[src/flash_status_defs.svh]
`ifndef FLASH_STATUS_DEFS_SVH
`define FLASH_STATUS_DEFS_SVH

// Register byte offsets on APB
`define REG_CTRL_OFF      12'h000
`define REG_ADDR_OFF      12'h004
`define REG_DATA_OFF      12'h008
`define REG_STATUS_OFF    12'h00c
`define REG_RESULT_OFF    12'h010

// CTRL fields
`define CTRL_GO_BIT       0
`define CTRL_MODE_LO      1
`define CTRL_MODE_HI      2
`define CTRL_ABORT_BIT    3

// STATUS fields
`define ST_BUSY_BIT       0
`define ST_DONE_BIT       1
`define ST_FAIL_BIT       2
`define ST_READY_BIT      3

// Data bit positions on the flash bus
`define POLL_BIT_POS      7
`define TOGGLE_BIT_POS    6
`define TIMEOUT_BIT_POS   5
`define SECTOR_TOGGLE_POS 2

// Commands and values
`define RESET_CMD         16'h00f0
`define CTRL_RESET_VAL    32'h0000_0000

// Bus timing: clock is 10 MHz, 100 ns
`define CLK_PERIOD_NS     100
`define STROBE_NS         100
`define STROBE_CYCLES     ((`STROBE_NS + `CLK_PERIOD_NS - 1) / `CLK_PERIOD_NS)
`define RECOVER_NS        100
`define RECOVER_CYCLES    ((`RECOVER_NS + `CLK_PERIOD_NS - 1) / `CLK_PERIOD_NS)

`endif

[src/flash_status_pkg.sv]
package flash_status_pkg;

    typedef enum logic [1:0] {
        MODE_POLL   = 2'b00,
        MODE_TOGGLE = 2'b01,
        MODE_RESET  = 2'b10,
        MODE_READ   = 2'b11
    } poll_mode_e;

    typedef enum logic [1:0] {
        BUS_IDLE   = 2'b00,
        BUS_STROBE = 2'b01,
        BUS_RECOV  = 2'b10
    } bus_state_e;

    typedef logic [15:0] flash_word_t;

endpackage : flash_status_pkg

[src/flash_cycle_if.sv]
`timescale 1ns/10ps
interface flash_cycle_if;
    import flash_status_pkg::*;
    logic        req;
    logic        write;
    logic [21:0] addr;
    flash_word_t wdata;
    flash_word_t rdata;
    logic        done;

    modport master (output req, output write, output addr, output wdata,
                    input rdata, input done);
    modport engine (input req, input write, input addr, input wdata,
                    output rdata, output done);
endinterface : flash_cycle_if

[src/flash_bus_cycle.sv]
`timescale 1ns/10ps
`include "flash_status_defs.svh"
module flash_bus_cycle
    import flash_status_pkg::*;
#(
    parameter int ADDR_W = 22
) (
    input  wire logic          clk,
    input  wire logic          rst_b,
    flash_cycle_if.engine      cyc,
    output logic [ADDR_W-1:0]  flashAddr,
    output flash_word_t        dataOut,
    output logic               dataOe_b,
    input  wire flash_word_t   dataIn,
    output logic               chipSelect_b,
    output logic               outputEnable_b,
    output logic               writeStrobe_b
);
    bus_state_e  state;
    logic [3:0]  count;
    logic        isWrite;
    flash_word_t rdataReg;
    logic        doneReg;

    wire strobeEnd = (count == 4'(`STROBE_CYCLES - 1));
    wire recovEnd  = (count == 4'(`RECOVER_CYCLES - 1));

    assign cyc.rdata = rdataReg;
    assign cyc.done  = doneReg;

    always_ff @(posedge clk or negedge rst_b) begin
        if (!rst_b) begin
            state          <= BUS_IDLE;
            count          <= 4'h0;
            isWrite        <= 1'b0;
            flashAddr      <= '0;
            dataOut        <= 16'h0000;
            dataOe_b       <= 1'b1;
            chipSelect_b   <= 1'b1;
            outputEnable_b <= 1'b1;
            writeStrobe_b  <= 1'b1;
            rdataReg       <= 16'h0000;
            doneReg        <= 1'b0;
        end else begin
            doneReg <= 1'b0;
            case (state)
                BUS_IDLE: begin
                    count <= 4'h0;
                    if (cyc.req && !doneReg) begin
                        state          <= BUS_STROBE;
                        isWrite        <= cyc.write;
                        flashAddr      <= cyc.addr[ADDR_W-1:0];
                        dataOut        <= cyc.wdata;
                        dataOe_b       <= !cyc.write;
                        chipSelect_b   <= 1'b0;
                        outputEnable_b <= cyc.write;
                        writeStrobe_b  <= !cyc.write;
                    end
                end
                BUS_STROBE: begin
                    count <= count + 4'h1;
                    if (strobeEnd) begin
                        // Sample read data at end of strobe; one full word
                        if (!isWrite) begin
                            rdataReg <= dataIn;
                        end
                        count          <= 4'h0;
                        state          <= BUS_RECOV;
                        chipSelect_b   <= 1'b1;
                        outputEnable_b <= 1'b1;
                        writeStrobe_b  <= 1'b1;
                    end
                end
                BUS_RECOV: begin
                    count <= count + 4'h1;
                    // Data held through recovery for write hold time
                    if (recovEnd) begin
                        dataOe_b <= 1'b1;
                        doneReg  <= 1'b1;
                        state    <= BUS_IDLE;
                    end
                end
                default: begin
                    state <= BUS_IDLE;
                end
            endcase
        end
    end
endmodule : flash_bus_cycle

[src/flash_write_status_reporting.sv]
// Added by the designer: the APB slave port and the register addresses.
`timescale 1ns/10ps
`include "flash_status_defs.svh"
module flash_write_status_reporting
    import flash_status_pkg::*;
#(
    parameter int ADDR_W = 22
) (
    input  wire logic              clk,
    input  wire logic              rst_b,
    input  wire logic              psel,
    input  wire logic              penable,
    input  wire logic              pwrite,
    input  wire logic [11:0]       paddr,
    input  wire logic [31:0]       pwdata,
    output logic [31:0]            prdata,
    output logic                   pready,
    output logic                   pslverr,
    output logic [ADDR_W-1:0]      flashAddr,
    output logic [15:0]            dataOut,
    output logic                   dataOe_b,
    input  wire logic [15:0]       dataIn,
    output logic                   chipSelect_b,
    output logic                   outputEnable_b,
    output logic                   writeStrobe_b,
    input  wire logic              ready_busy_pin
);
    typedef enum logic [3:0] {
        ST_IDLE    = 4'b0000,
        ST_READ1   = 4'b0001,
        ST_READ2   = 4'b0010,
        ST_CHECK   = 4'b0011,
        ST_RECHK1  = 4'b0100,
        ST_RECHK2  = 4'b0101,
        ST_FINAL   = 4'b0110,
        ST_RESET   = 4'b0111,
        ST_FAIL    = 4'b1000,
        ST_DONE    = 4'b1001
    } host_state_e;

    host_state_e  state;
    host_state_e  next_state;
    poll_mode_e   mode;
    logic [21:0]  targetAddr;
    flash_word_t  expectData;
    flash_word_t  firstRead;
    flash_word_t  resultWord;
    logic         busy;
    logic         doneFlag;
    logic         failFlag;
    logic         readyPin;
    logic         startPend;
    logic         abortPend;

    flash_cycle_if cyc ();

    flash_bus_cycle #(
        .ADDR_W (ADDR_W)
    ) u_bus (
        .clk            (clk),
        .rst_b          (rst_b),
        .cyc            (cyc),
        .flashAddr      (flashAddr),
        .dataOut        (dataOut),
        .dataOe_b       (dataOe_b),
        .dataIn         (dataIn),
        .chipSelect_b   (chipSelect_b),
        .outputEnable_b (outputEnable_b),
        .writeStrobe_b  (writeStrobe_b)
    );

    // APB decode; single-cycle access answer
    wire apbAccess = psel && penable;
    wire apbWrite  = apbAccess && pwrite;
    wire selCtrl   = (paddr == `REG_CTRL_OFF);
    wire selAddr   = (paddr == `REG_ADDR_OFF);
    wire selData   = (paddr == `REG_DATA_OFF);
    wire selStatus = (paddr == `REG_STATUS_OFF);
    wire selResult = (paddr == `REG_RESULT_OFF);
    wire selAny    = selCtrl | selAddr | selData | selStatus | selResult;
    wire goWrite   = apbWrite && selCtrl && pwdata[`CTRL_GO_BIT];
    wire abortWr   = apbWrite && selCtrl && pwdata[`CTRL_ABORT_BIT];
    wire [31:0] statusWord = {28'h0, readyPin, failFlag, doneFlag, busy};
    wire [31:0] readMux =
        selCtrl   ? {29'h0, mode, 1'b0} :
        selAddr   ? {10'h0, targetAddr} :
        selData   ? {16'h0, expectData} :
        selStatus ? statusWord :
        selResult ? {16'h0, resultWord} : 32'h0;

    // Bit extraction from the last word read
    wire flash_word_t lastRead = cyc.rdata;
    wire toggleDiff = lastRead[`TOGGLE_BIT_POS] != firstRead[`TOGGLE_BIT_POS];
    wire timeoutHi  = lastRead[`TIMEOUT_BIT_POS];
    wire pollTrue   = lastRead[`POLL_BIT_POS] == expectData[`POLL_BIT_POS];
    wire cycDone    = cyc.done;
    wire isPoll     = (mode == MODE_POLL);
    // Toggle mode stops when the bit is steady; poll mode when data is true
    wire opDone     = isPoll ? pollTrue : !toggleDiff;

    assign cyc.req   = (state == ST_READ1) || (state == ST_READ2) ||
                       (state == ST_RECHK1) || (state == ST_RECHK2) ||
                       (state == ST_FINAL) || (state == ST_RESET);
    assign cyc.write = (state == ST_RESET);
    assign cyc.addr  = targetAddr;
    assign cyc.wdata = (state == ST_RESET) ? `RESET_CMD : expectData;

    always_comb begin
        next_state = state;
        case (state)
            ST_IDLE: begin
                if (startPend) begin
                    next_state = (mode == MODE_RESET) ? ST_RESET : ST_READ1;
                end
            end
            ST_READ1: begin
                if (cycDone) begin
                    next_state = (mode == MODE_READ) ? ST_DONE : ST_READ2;
                end
            end
            ST_READ2: begin
                if (cycDone) begin
                    next_state = ST_CHECK;
                end
            end
            ST_CHECK: begin
                // full word from a later read
                if (opDone) begin
                    next_state = ST_FINAL;
                end else if (timeoutHi) begin
                    next_state = ST_RECHK1;
                end else if (abortPend) begin
                    next_state = ST_IDLE;
                end else begin
                    next_state = ST_READ1;
                end
            end
            ST_RECHK1: begin
                if (cycDone) begin
                    next_state = ST_RECHK2;
                end
            end
            ST_RECHK2: begin
                if (cycDone) begin
                    next_state = opDone ? ST_FINAL : ST_FAIL;
                end
            end
            ST_FINAL: begin
                if (cycDone) begin
                    next_state = ST_DONE;
                end
            end
            ST_FAIL: begin
                next_state = ST_RESET;
            end
            ST_RESET: begin
                if (cycDone) begin
                    next_state = ST_DONE;
                end
            end
            ST_DONE: begin
                next_state = ST_IDLE;
            end
            default: begin
                next_state = ST_IDLE;
            end
        endcase
    end

    always_ff @(posedge clk or negedge rst_b) begin
        if (!rst_b) begin
            state <= ST_IDLE;
        end else begin
            state <= next_state;
        end
    end

    always_ff @(posedge clk or negedge rst_b) begin
        if (!rst_b) begin
            firstRead  <= 16'h0000;
            resultWord <= 16'h0000;
        end else begin
            if (state == ST_READ1 && cycDone) begin
                firstRead <= cyc.rdata;
            end
            if (state == ST_RECHK1 && cycDone) begin
                firstRead <= cyc.rdata;
            end
            if ((state == ST_FINAL || state == ST_READ1) && cycDone) begin
                resultWord <= cyc.rdata;
            end
        end
    end

    // Status flags: done and fail set by hardware, cleared by a new start
    always_ff @(posedge clk or negedge rst_b) begin
        if (!rst_b) begin
            busy      <= 1'b0;
            doneFlag  <= 1'b0;
            failFlag  <= 1'b0;
            startPend <= 1'b0;
            abortPend <= 1'b0;
            readyPin  <= 1'b1;
        end else begin
            readyPin <= ready_busy_pin;
            if (goWrite && !busy) begin
                startPend <= 1'b1;
                busy      <= 1'b1;
                doneFlag  <= 1'b0;
                failFlag  <= 1'b0;
            end else if (state == ST_IDLE) begin
                startPend <= 1'b0;
            end
            if (abortWr && busy) begin
                abortPend <= 1'b1;
            end else if (state == ST_IDLE) begin
                abortPend <= 1'b0;
            end
            if (state == ST_FAIL) begin
                failFlag <= 1'b1;
            end
            if (state == ST_DONE) begin
                doneFlag <= 1'b1;
                busy     <= 1'b0;
            end else if (state == ST_CHECK && next_state == ST_IDLE) begin
                busy <= 1'b0;
            end
        end
    end

    always_ff @(posedge clk or negedge rst_b) begin
        if (!rst_b) begin
            mode       <= MODE_POLL;
            targetAddr <= 22'h0;
            expectData <= 16'h0000;
        end else if (apbWrite && !busy) begin
            if (selCtrl) begin
                mode <= poll_mode_e'(pwdata[`CTRL_MODE_HI:`CTRL_MODE_LO]);
            end
            if (selAddr) begin
                targetAddr <= pwdata[21:0];
            end
            if (selData) begin
                expectData <= pwdata[15:0];
            end
        end
    end

    always_ff @(posedge clk or negedge rst_b) begin
        if (!rst_b) begin
            prdata  <= 32'h0;
            pready  <= 1'b0;
            pslverr <= 1'b0;
        end else begin
            pready  <= psel && !penable;
            pslverr <= psel && !penable && !selAny;
            prdata  <= (psel && !pwrite) ? readMux : 32'h0;
        end
    end
endmodule : flash_write_status_reporting

[config.mk]
export PLATFORM = sky130hd
export DESIGN_NAME = flash_write_status_reporting
export DESIGN_NICKNAME = d
export VERILOG_FILES = /design/src/flash_status_pkg.sv /design/src/flash_cycle_if.sv /design/src/flash_bus_cycle.sv /design/src/flash_write_status_reporting.sv
export VERILOG_INCLUDE_DIRS = /design/src
export SDC_FILE = /design/constraint.sdc
export NUM_CORES = 1
export LEC_CHECK = 0
export ABC_CLOCK_PERIOD_IN_PS = 2500
export BUFFER_PORTS_ARGS = -buffer_cell sky130_fd_sc_hd__buf_2
export CAP_MARGIN = 20
export CORE_MARGIN = 4
export CORE_UTILIZATION = 55
export CTS_CLUSTER_DIAMETER = 200
export DETAILED_ROUTE_END_ITERATION = 10
export GPL_ROUTABILITY_DRIVEN = 0
export HOLD_SLACK_MARGIN = 0.05
export PLACE_DENSITY_LB_ADDON = 0.3
export RECOVER_POWER = 50
export SETUP_SLACK_MARGIN = 0.3
export SYNTH_ARGS = -nofsm -noshare
export SYNTH_HDL_FRONTEND = slang
export SYNTH_SLANG_ARGS = --single-unit
[constraint.sdc]
create_clock -name clk -period 2.5 [get_ports clk]
set_input_delay 0.5 -clock clk [delete_from_list [all_inputs] [get_ports clk]]
set_output_delay 0.5 -clock clk [all_outputs]
set_load 0.1 [all_outputs]
=== Word level (Yosys, flattened, before mapping) ===
Index checks and enable logic that the tools add are counted.

* Output and inout bits: 76
* Flip-flop bits (word level): 163
* Input port bits: 66
* Word-level logic and storage cells: 155

* Eq/ne operators: 22
* Muxes and demuxes: 48
* Reduce and logical (&&, ||, !) cells: 53
* Bitwise gates (word level): 5
* Add/subtract/negate cells: 1

{| class="wikitable"
|+ Operator list
! kind !! number
|-
| $mux W22 || 3
|-
| $mux W16 || 4
|-
| $mux W4 || 9
|-
| $pmux W4 S8 || 1
|-
| $eq A12 B4 Y1 const B || 2
|-
| $mux W1 || 17
|-
| $eq A4 B3 Y1 const B || 4
|-
| $logic_and A1 B1 Y1 || 16
|-
| $mux W7 || 2
|-
| $reduce_bool A2 Y1 || 7
|-
| $eq A12 B3 Y1 const B || 1
|-
| $eq A12 B5 Y1 const B || 1
|-
| $logic_not A12 Y1 || 1
|-
| $logic_not A4 Y1 || 3
|-
| $pmux W4 S3 || 1
|-
| $reduce_and A3 Y1 || 4
|-
| $mux W3 || 3
|-
| $eq A4 B2 Y1 const B || 2
|-
| $eq A4 B4 Y1 const B || 2
|-
| $pmux W1 S2 || 4
|-
| $reduce_and A2 Y1 || 4
|-
| $logic_not A1 Y1 || 7
|-
| $eq A2 B2 Y1 const B || 3
|-
| $logic_or A1 B1 Y1 || 6
|-
| 13 further kinds || 22
|}

=== Depth between registers and ports, before layout ===
* Depth in word-level cells: 10
* Depth in mapped cells: 8
* Depth with buffers taken out: 6

=== By module ===
From an unflattened synthesis, not the netlist that was laid out.

* Cells, all modules: 563
* Area, all modules: 6,999.2 µm²

{| class="wikitable"
|+ By module, submodules not included
! module !! cells each !! instances !! area each (µm²) !! seq. area each (µm²)
|-
| flash_write_status_reporting || 380 || 1 || 4,229.1 || 2,278.4
|-
| flash_bus_cycle || 183 || 1 || 2,770.2 || 1,656.6
|}

=== Worst setup path after synthesis ===
No wires, ideal clock.

* Kind: input port to flip-flop
* Start: input port paddr[4]
* End: register targetAddr[10], in the netlist cyc.addr[10]
* Setup slack: 456 ps
* Data required time: 2,375 ps
* Stages: 6
* Buffers on the path: 2
* Arrival time: 1,919 ps
* Library setup time: 125 ps
* Path through: buf_2 > nor4_2 > nand4_4 > nor3_4 > buf_6 > mux2_4

* Longest elaborated chain between the ends: 2

{| class="wikitable"
|+ Ends and longest elaborated chain
! what !! RTL line !! text
|-
| start: declaration || flash_write_status_reporting.sv:14 || <nowiki>input wire logic [11:0] paddr,</nowiki>
|-
| $eq A12 B3 Y1 (no line) || n/a ||
|-
| $reduce_and A2 Y1 (no line) || n/a ||
|-
| end signal: assignment || flash_write_status_reporting.sv:241 || <nowiki>targetAddr <= pwdata[21:0];</nowiki>
|-
| end: declaration || flash_write_status_reporting.sv:44 || <nowiki>logic [21:0] targetAddr;</nowiki>
|}

No other way between the ends.
A chain may end at the register's enable or synchronous reset.

=== Worst setup path after layout ===
* Start: register prdata[14]
* End: output port prdata[14]

{| class="wikitable"
|+ RTL lines
! what !! RTL line !! text
|-
| start: declaration || flash_write_status_reporting.sv:16 || <nowiki>output logic [31:0] prdata,</nowiki>
|-
| start signal: assignment || flash_write_status_reporting.sv:257 || <nowiki>prdata <= (psel && !pwrite) ? readMux : 32'h0;</nowiki>
|}

No word-level cell between the ends.

==> impl_metrics.csv <==
group,metric,value,unit
run_status,outcome,"complete, but fails checks",
floorplan,initial_core_util,57.1,%
critical_path,cp_top_family,"buffers and inverters",
clocking,cts_tree,"yes",
synth,ys_warn_count,0,
critical_path,cp.arrival,1620,ps
layout,drive_gt1_share,36.9,%
place,port_buffers,121,
critical_path,crit_chain,"clkbuf_1",
layout,layout_common_cells,"152 x dfrtp_1, 108 x buf_2, 75 x mux2_2",
synth,synth.avg_cell_area,12.3,um^2
synth,synth_edf_count,0,
clocking,cts_made_buffers,17,
global_route,grt_pass1_vias,4803,
sta,skew,6.48,ps
power_and_ir_drop,ir_drop,537,uV
synth,synth_flop_cell,"dfrtp_1",
global_route,antenna_found_initial,0,
critical_path,start_kind,"flop",
critical_path,crit_type,"reg -> out",
critical_path,critPathBufInv,1,
layout,nFillCells,918,
power_and_ir_drop,p_sw,0.00266,W
global_route,grt_max_degree,65,
critical_path,crit_required,2000,ps
min_path,hold_end,"readyPin",
layout,multiInputGateArea,2740,um^2
floorplan,rows,40,
floorplan,core,12200,um^2
drt,wirelength,15900,um
layout,diodes,0,
sta,finalSetupViolCount,0,
power_and_ir_drop,p_leak,4.10,nW
power_and_ir_drop,finalPower,0.00827,W
floorplan,die_h,120,um
floorplan,dieWidth,120,um
layout,regArea,3940,um^2
min_path,hold_class,"in -> reg",
sta,post-route-period-util,84.8,%
critical_path,path_max_fanout,1,
clocking,htreeDepth,4,
clocking,cts_buffer_depth,2,
power_and_ir_drop,seqPwrFrac,39.8,%
min_path,hp-start,"ready_busy_pin",
floorplan,die_area,14500,um^2
critical_path,crit_path_end_kind,"output pin",
critical_path,max_stage_delay,860,ps
drt,drc,0,
global_route,grt-ovfl-total,0,
clocking,clk_latency,430,ps
flow_run,drv_cap,1,
critical_path,r2r-start,"u_bus.state[1]",
critical_path,cp_slowest_cell,"clkbuf_1",
sta,slew_headroom,-11.0,%
floorplan,ios,142,
sta,holdWs,176,ps
sta,maxSlewViolCount,63,
sta,min_period,2120,ps
global_route,grtUsageTotal,22.6,%
run_status,violations,"max-capacitance violations, max-slew violations",
min_path,worstHoldPathCells,1,
synth,syn_area,6940,um^2
synth,ys_ff_latch,157,
layout,area_growth,20.3,%
synth,ys_types,61,
place,dp_hpwl,11000,um
sta,hold_viol_final,0,
critical_path,rrSetupSlack,420,ps
clocking,clock_sinks,157,
critical_path,r2r-end,"u_bus.cyc.rdata[6]",
drt,vias,4895,
layout,fin_nets,760,
power_and_ir_drop,clkPwrFrac,33.9,%
sta,fmax,472,MHz
synth,seq_area_frac_synth,56.7,%
power_and_ir_drop,p_int,0.00561,W
critical_path,rr_worst_depth,5,
synth,async_flop_share,100,%
drt,routed_via_density,5.63,
drt,ant_nets,0,
clocking,cts_setup_buffers,0,
global_route,grt_pass1_wl,25400,um
power_and_ir_drop,p_comb_share,26.3,%
sta,tns,0,ps
synth,netlist_instances,566,
sta,rsz0062_at_grt,"no",
sta,tightest_slew,1670,ps
power_and_ir_drop,swShare,32.2,%
power_and_ir_drop,cellPowerDensity,991,nW/um^2
layout,layout_commonest_cell,"dfrtp_1",
clocking,cts_root_buf,"clkbuf_16",
drt,drt-initial-drc-count,379,
drt,drt-pass1-iter-count,5,
drt,wl_per_cell,18.3,um
clocking,clk_pin_slew_worst_paths,60,ps
[layout make-up]
class	instances	area share [%]
multi-input cells	363	32.8
inverters	13	0.585
flip-flops and latches	157	47.1
well taps	168	2.52
clock inverters	9	1.87
repair buffers	136	9.08
clock buffers	23	5.97
[cells in the mapped netlist, types with 3 or more instances]
| cell | n | area share (%) |
|---|---|---|
| a21o_1 | 4 | 0.43 |
| a21oi_1 | 7 | 0.50 |
| a221oi_1 | 3 | 0.38 |
| a22oi_1 | 5 | 0.54 |
| a311oi_1 | 13 | 1.6 |
| and3_1 | 9 | 0.81 |
| and4_1 | 3 | 0.38 |
| buf_2 | 12 | 0.87 |
| buf_4 | 12 | 1.3 |
| buf_6 | 3 | 0.49 |
| clkbuf_1 | 13 | 0.70 |
| dfrtp_1 | 152 | 55 |
| dfstp_2 | 5 | 1.9 |
| ha_1 | 6 | 1.1 |
| inv_1 | 13 | 0.70 |
| mux2_2 | 75 | 12 |
| mux2_4 | 20 | 4.3 |
| mux2i_1 | 4 | 0.58 |
| nand2_1 | 50 | 2.7 |
| nand2b_1 | 7 | 0.63 |
| nand3_1 | 10 | 0.72 |
| nand4_1 | 14 | 1.3 |
| nor2_1 | 33 | 1.8 |
| nor2b_1 | 6 | 0.54 |
| nor3_1 | 7 | 0.50 |
| nor3b_1 | 3 | 0.32 |
| o21ai_0 | 35 | 2.5 |
| o22a_1 | 3 | 0.38 |
| xor2_1 | 3 | 0.38 |
[per-stage QoR]
| step | area, um^2 | std cells | util [%] | setup WS (ps) |
|---|---|---|---|---|
| 6_report | 8350 | 869 | 68.6 | 381 |
| 5_1_grt | 8350 | 869 | 68.6 | 325 |
| 4_1_cts | 8370 | 869 | 68.9 | 380 |
| 3_5_place_dp | 7720 | 837 | 63.5 | 226 |
| 3_3_place_gp | 7720 | 837 | 63.5 | 275 |
| 2_1_floorplan | 6970 | 575 | - | 456 |
[worst reg2reg max path, cell delays in order, from the launching register on]
cell	delay, ps
dfrtp_1	400
inv_1	120
ha_1	260
inv_1	110
or3_2	710
mux2_2	360
[logic make-up (layout without fill, tap and decap cells)]
kind of cell	count (synthesis)	in the layout	share of synthesized area, %
flip-flops	157	157	56.7
AND/OR/NAND/NOR	157	157	11.8
multiplexers	100	100	17.2
AO/OA/AOI/OAI	87	87	8.44
buffers and inverters	55	181	4.33
adder cells (fa/ha/maj)	6	6	1.08
XOR/XNOR	3	3	0.379
other	1	10	0.0540
[metal layers]
metal | GRT usage [%] | up-vias | routed length, um
li1 | - | 2250 | -
met1 | 31.7 | 2434 | 7260
met2 | 34.7 | 182 | 7420
met3 | 5.89 | 29 | 947
met4 | 7.51 | 0 | 307
met5 | 0 | - | 0
[power by group through the flow]
stage	sequential, W	clock, W	combinational (W)
final	0.00330	0.00280	0.00217
after global routing	0.00335	0.00297	0.00235
after CTS	0.00329	0.00284	0.00219
after detailed placement	0.00333	0	0.00218
after global placement	0.00330	0	0.00210
after floorplan	0.00352	0	0.00147
[how the worst max path moves through the flow]
stage / start / endpoint / cells after the start
final: prdata[14] / prdata[14] / 1
after detailed placement: paddr[7] / prdata[14] / 5
after CTS: u_bus.state[1] / u_bus.cyc.rdata[6] / 5
after global routing: u_bus.state[1] / u_bus.cyc.rdata[6] / 5
after global placement: paddr[7] / prdata[12] / 5
after floorplan: paddr[4] / cyc.addr[10] / 6
[what timing repair did]
| item | 4_1_cts | 5_1_grt |
|---|---|---|
| hold buffers | 0 | 0 |
| setup endpoints to repair | 0 | 16 |
| resized for setup | 0 | 1 |
[registers in the layout, indices dropped and copies added, names as in the netlist, 2 cells and up]
register         cells
resultWord          16
mode                 2
cyc.addr            22
expectData          16
u_bus.dataOut       16
prdata              22
u_bus.flashAddr     22
state                4
u_bus.cyc.rdata     16
u_bus.state          2
u_bus.count          4
Note: power is estimated with default switching activity, not from simulation.
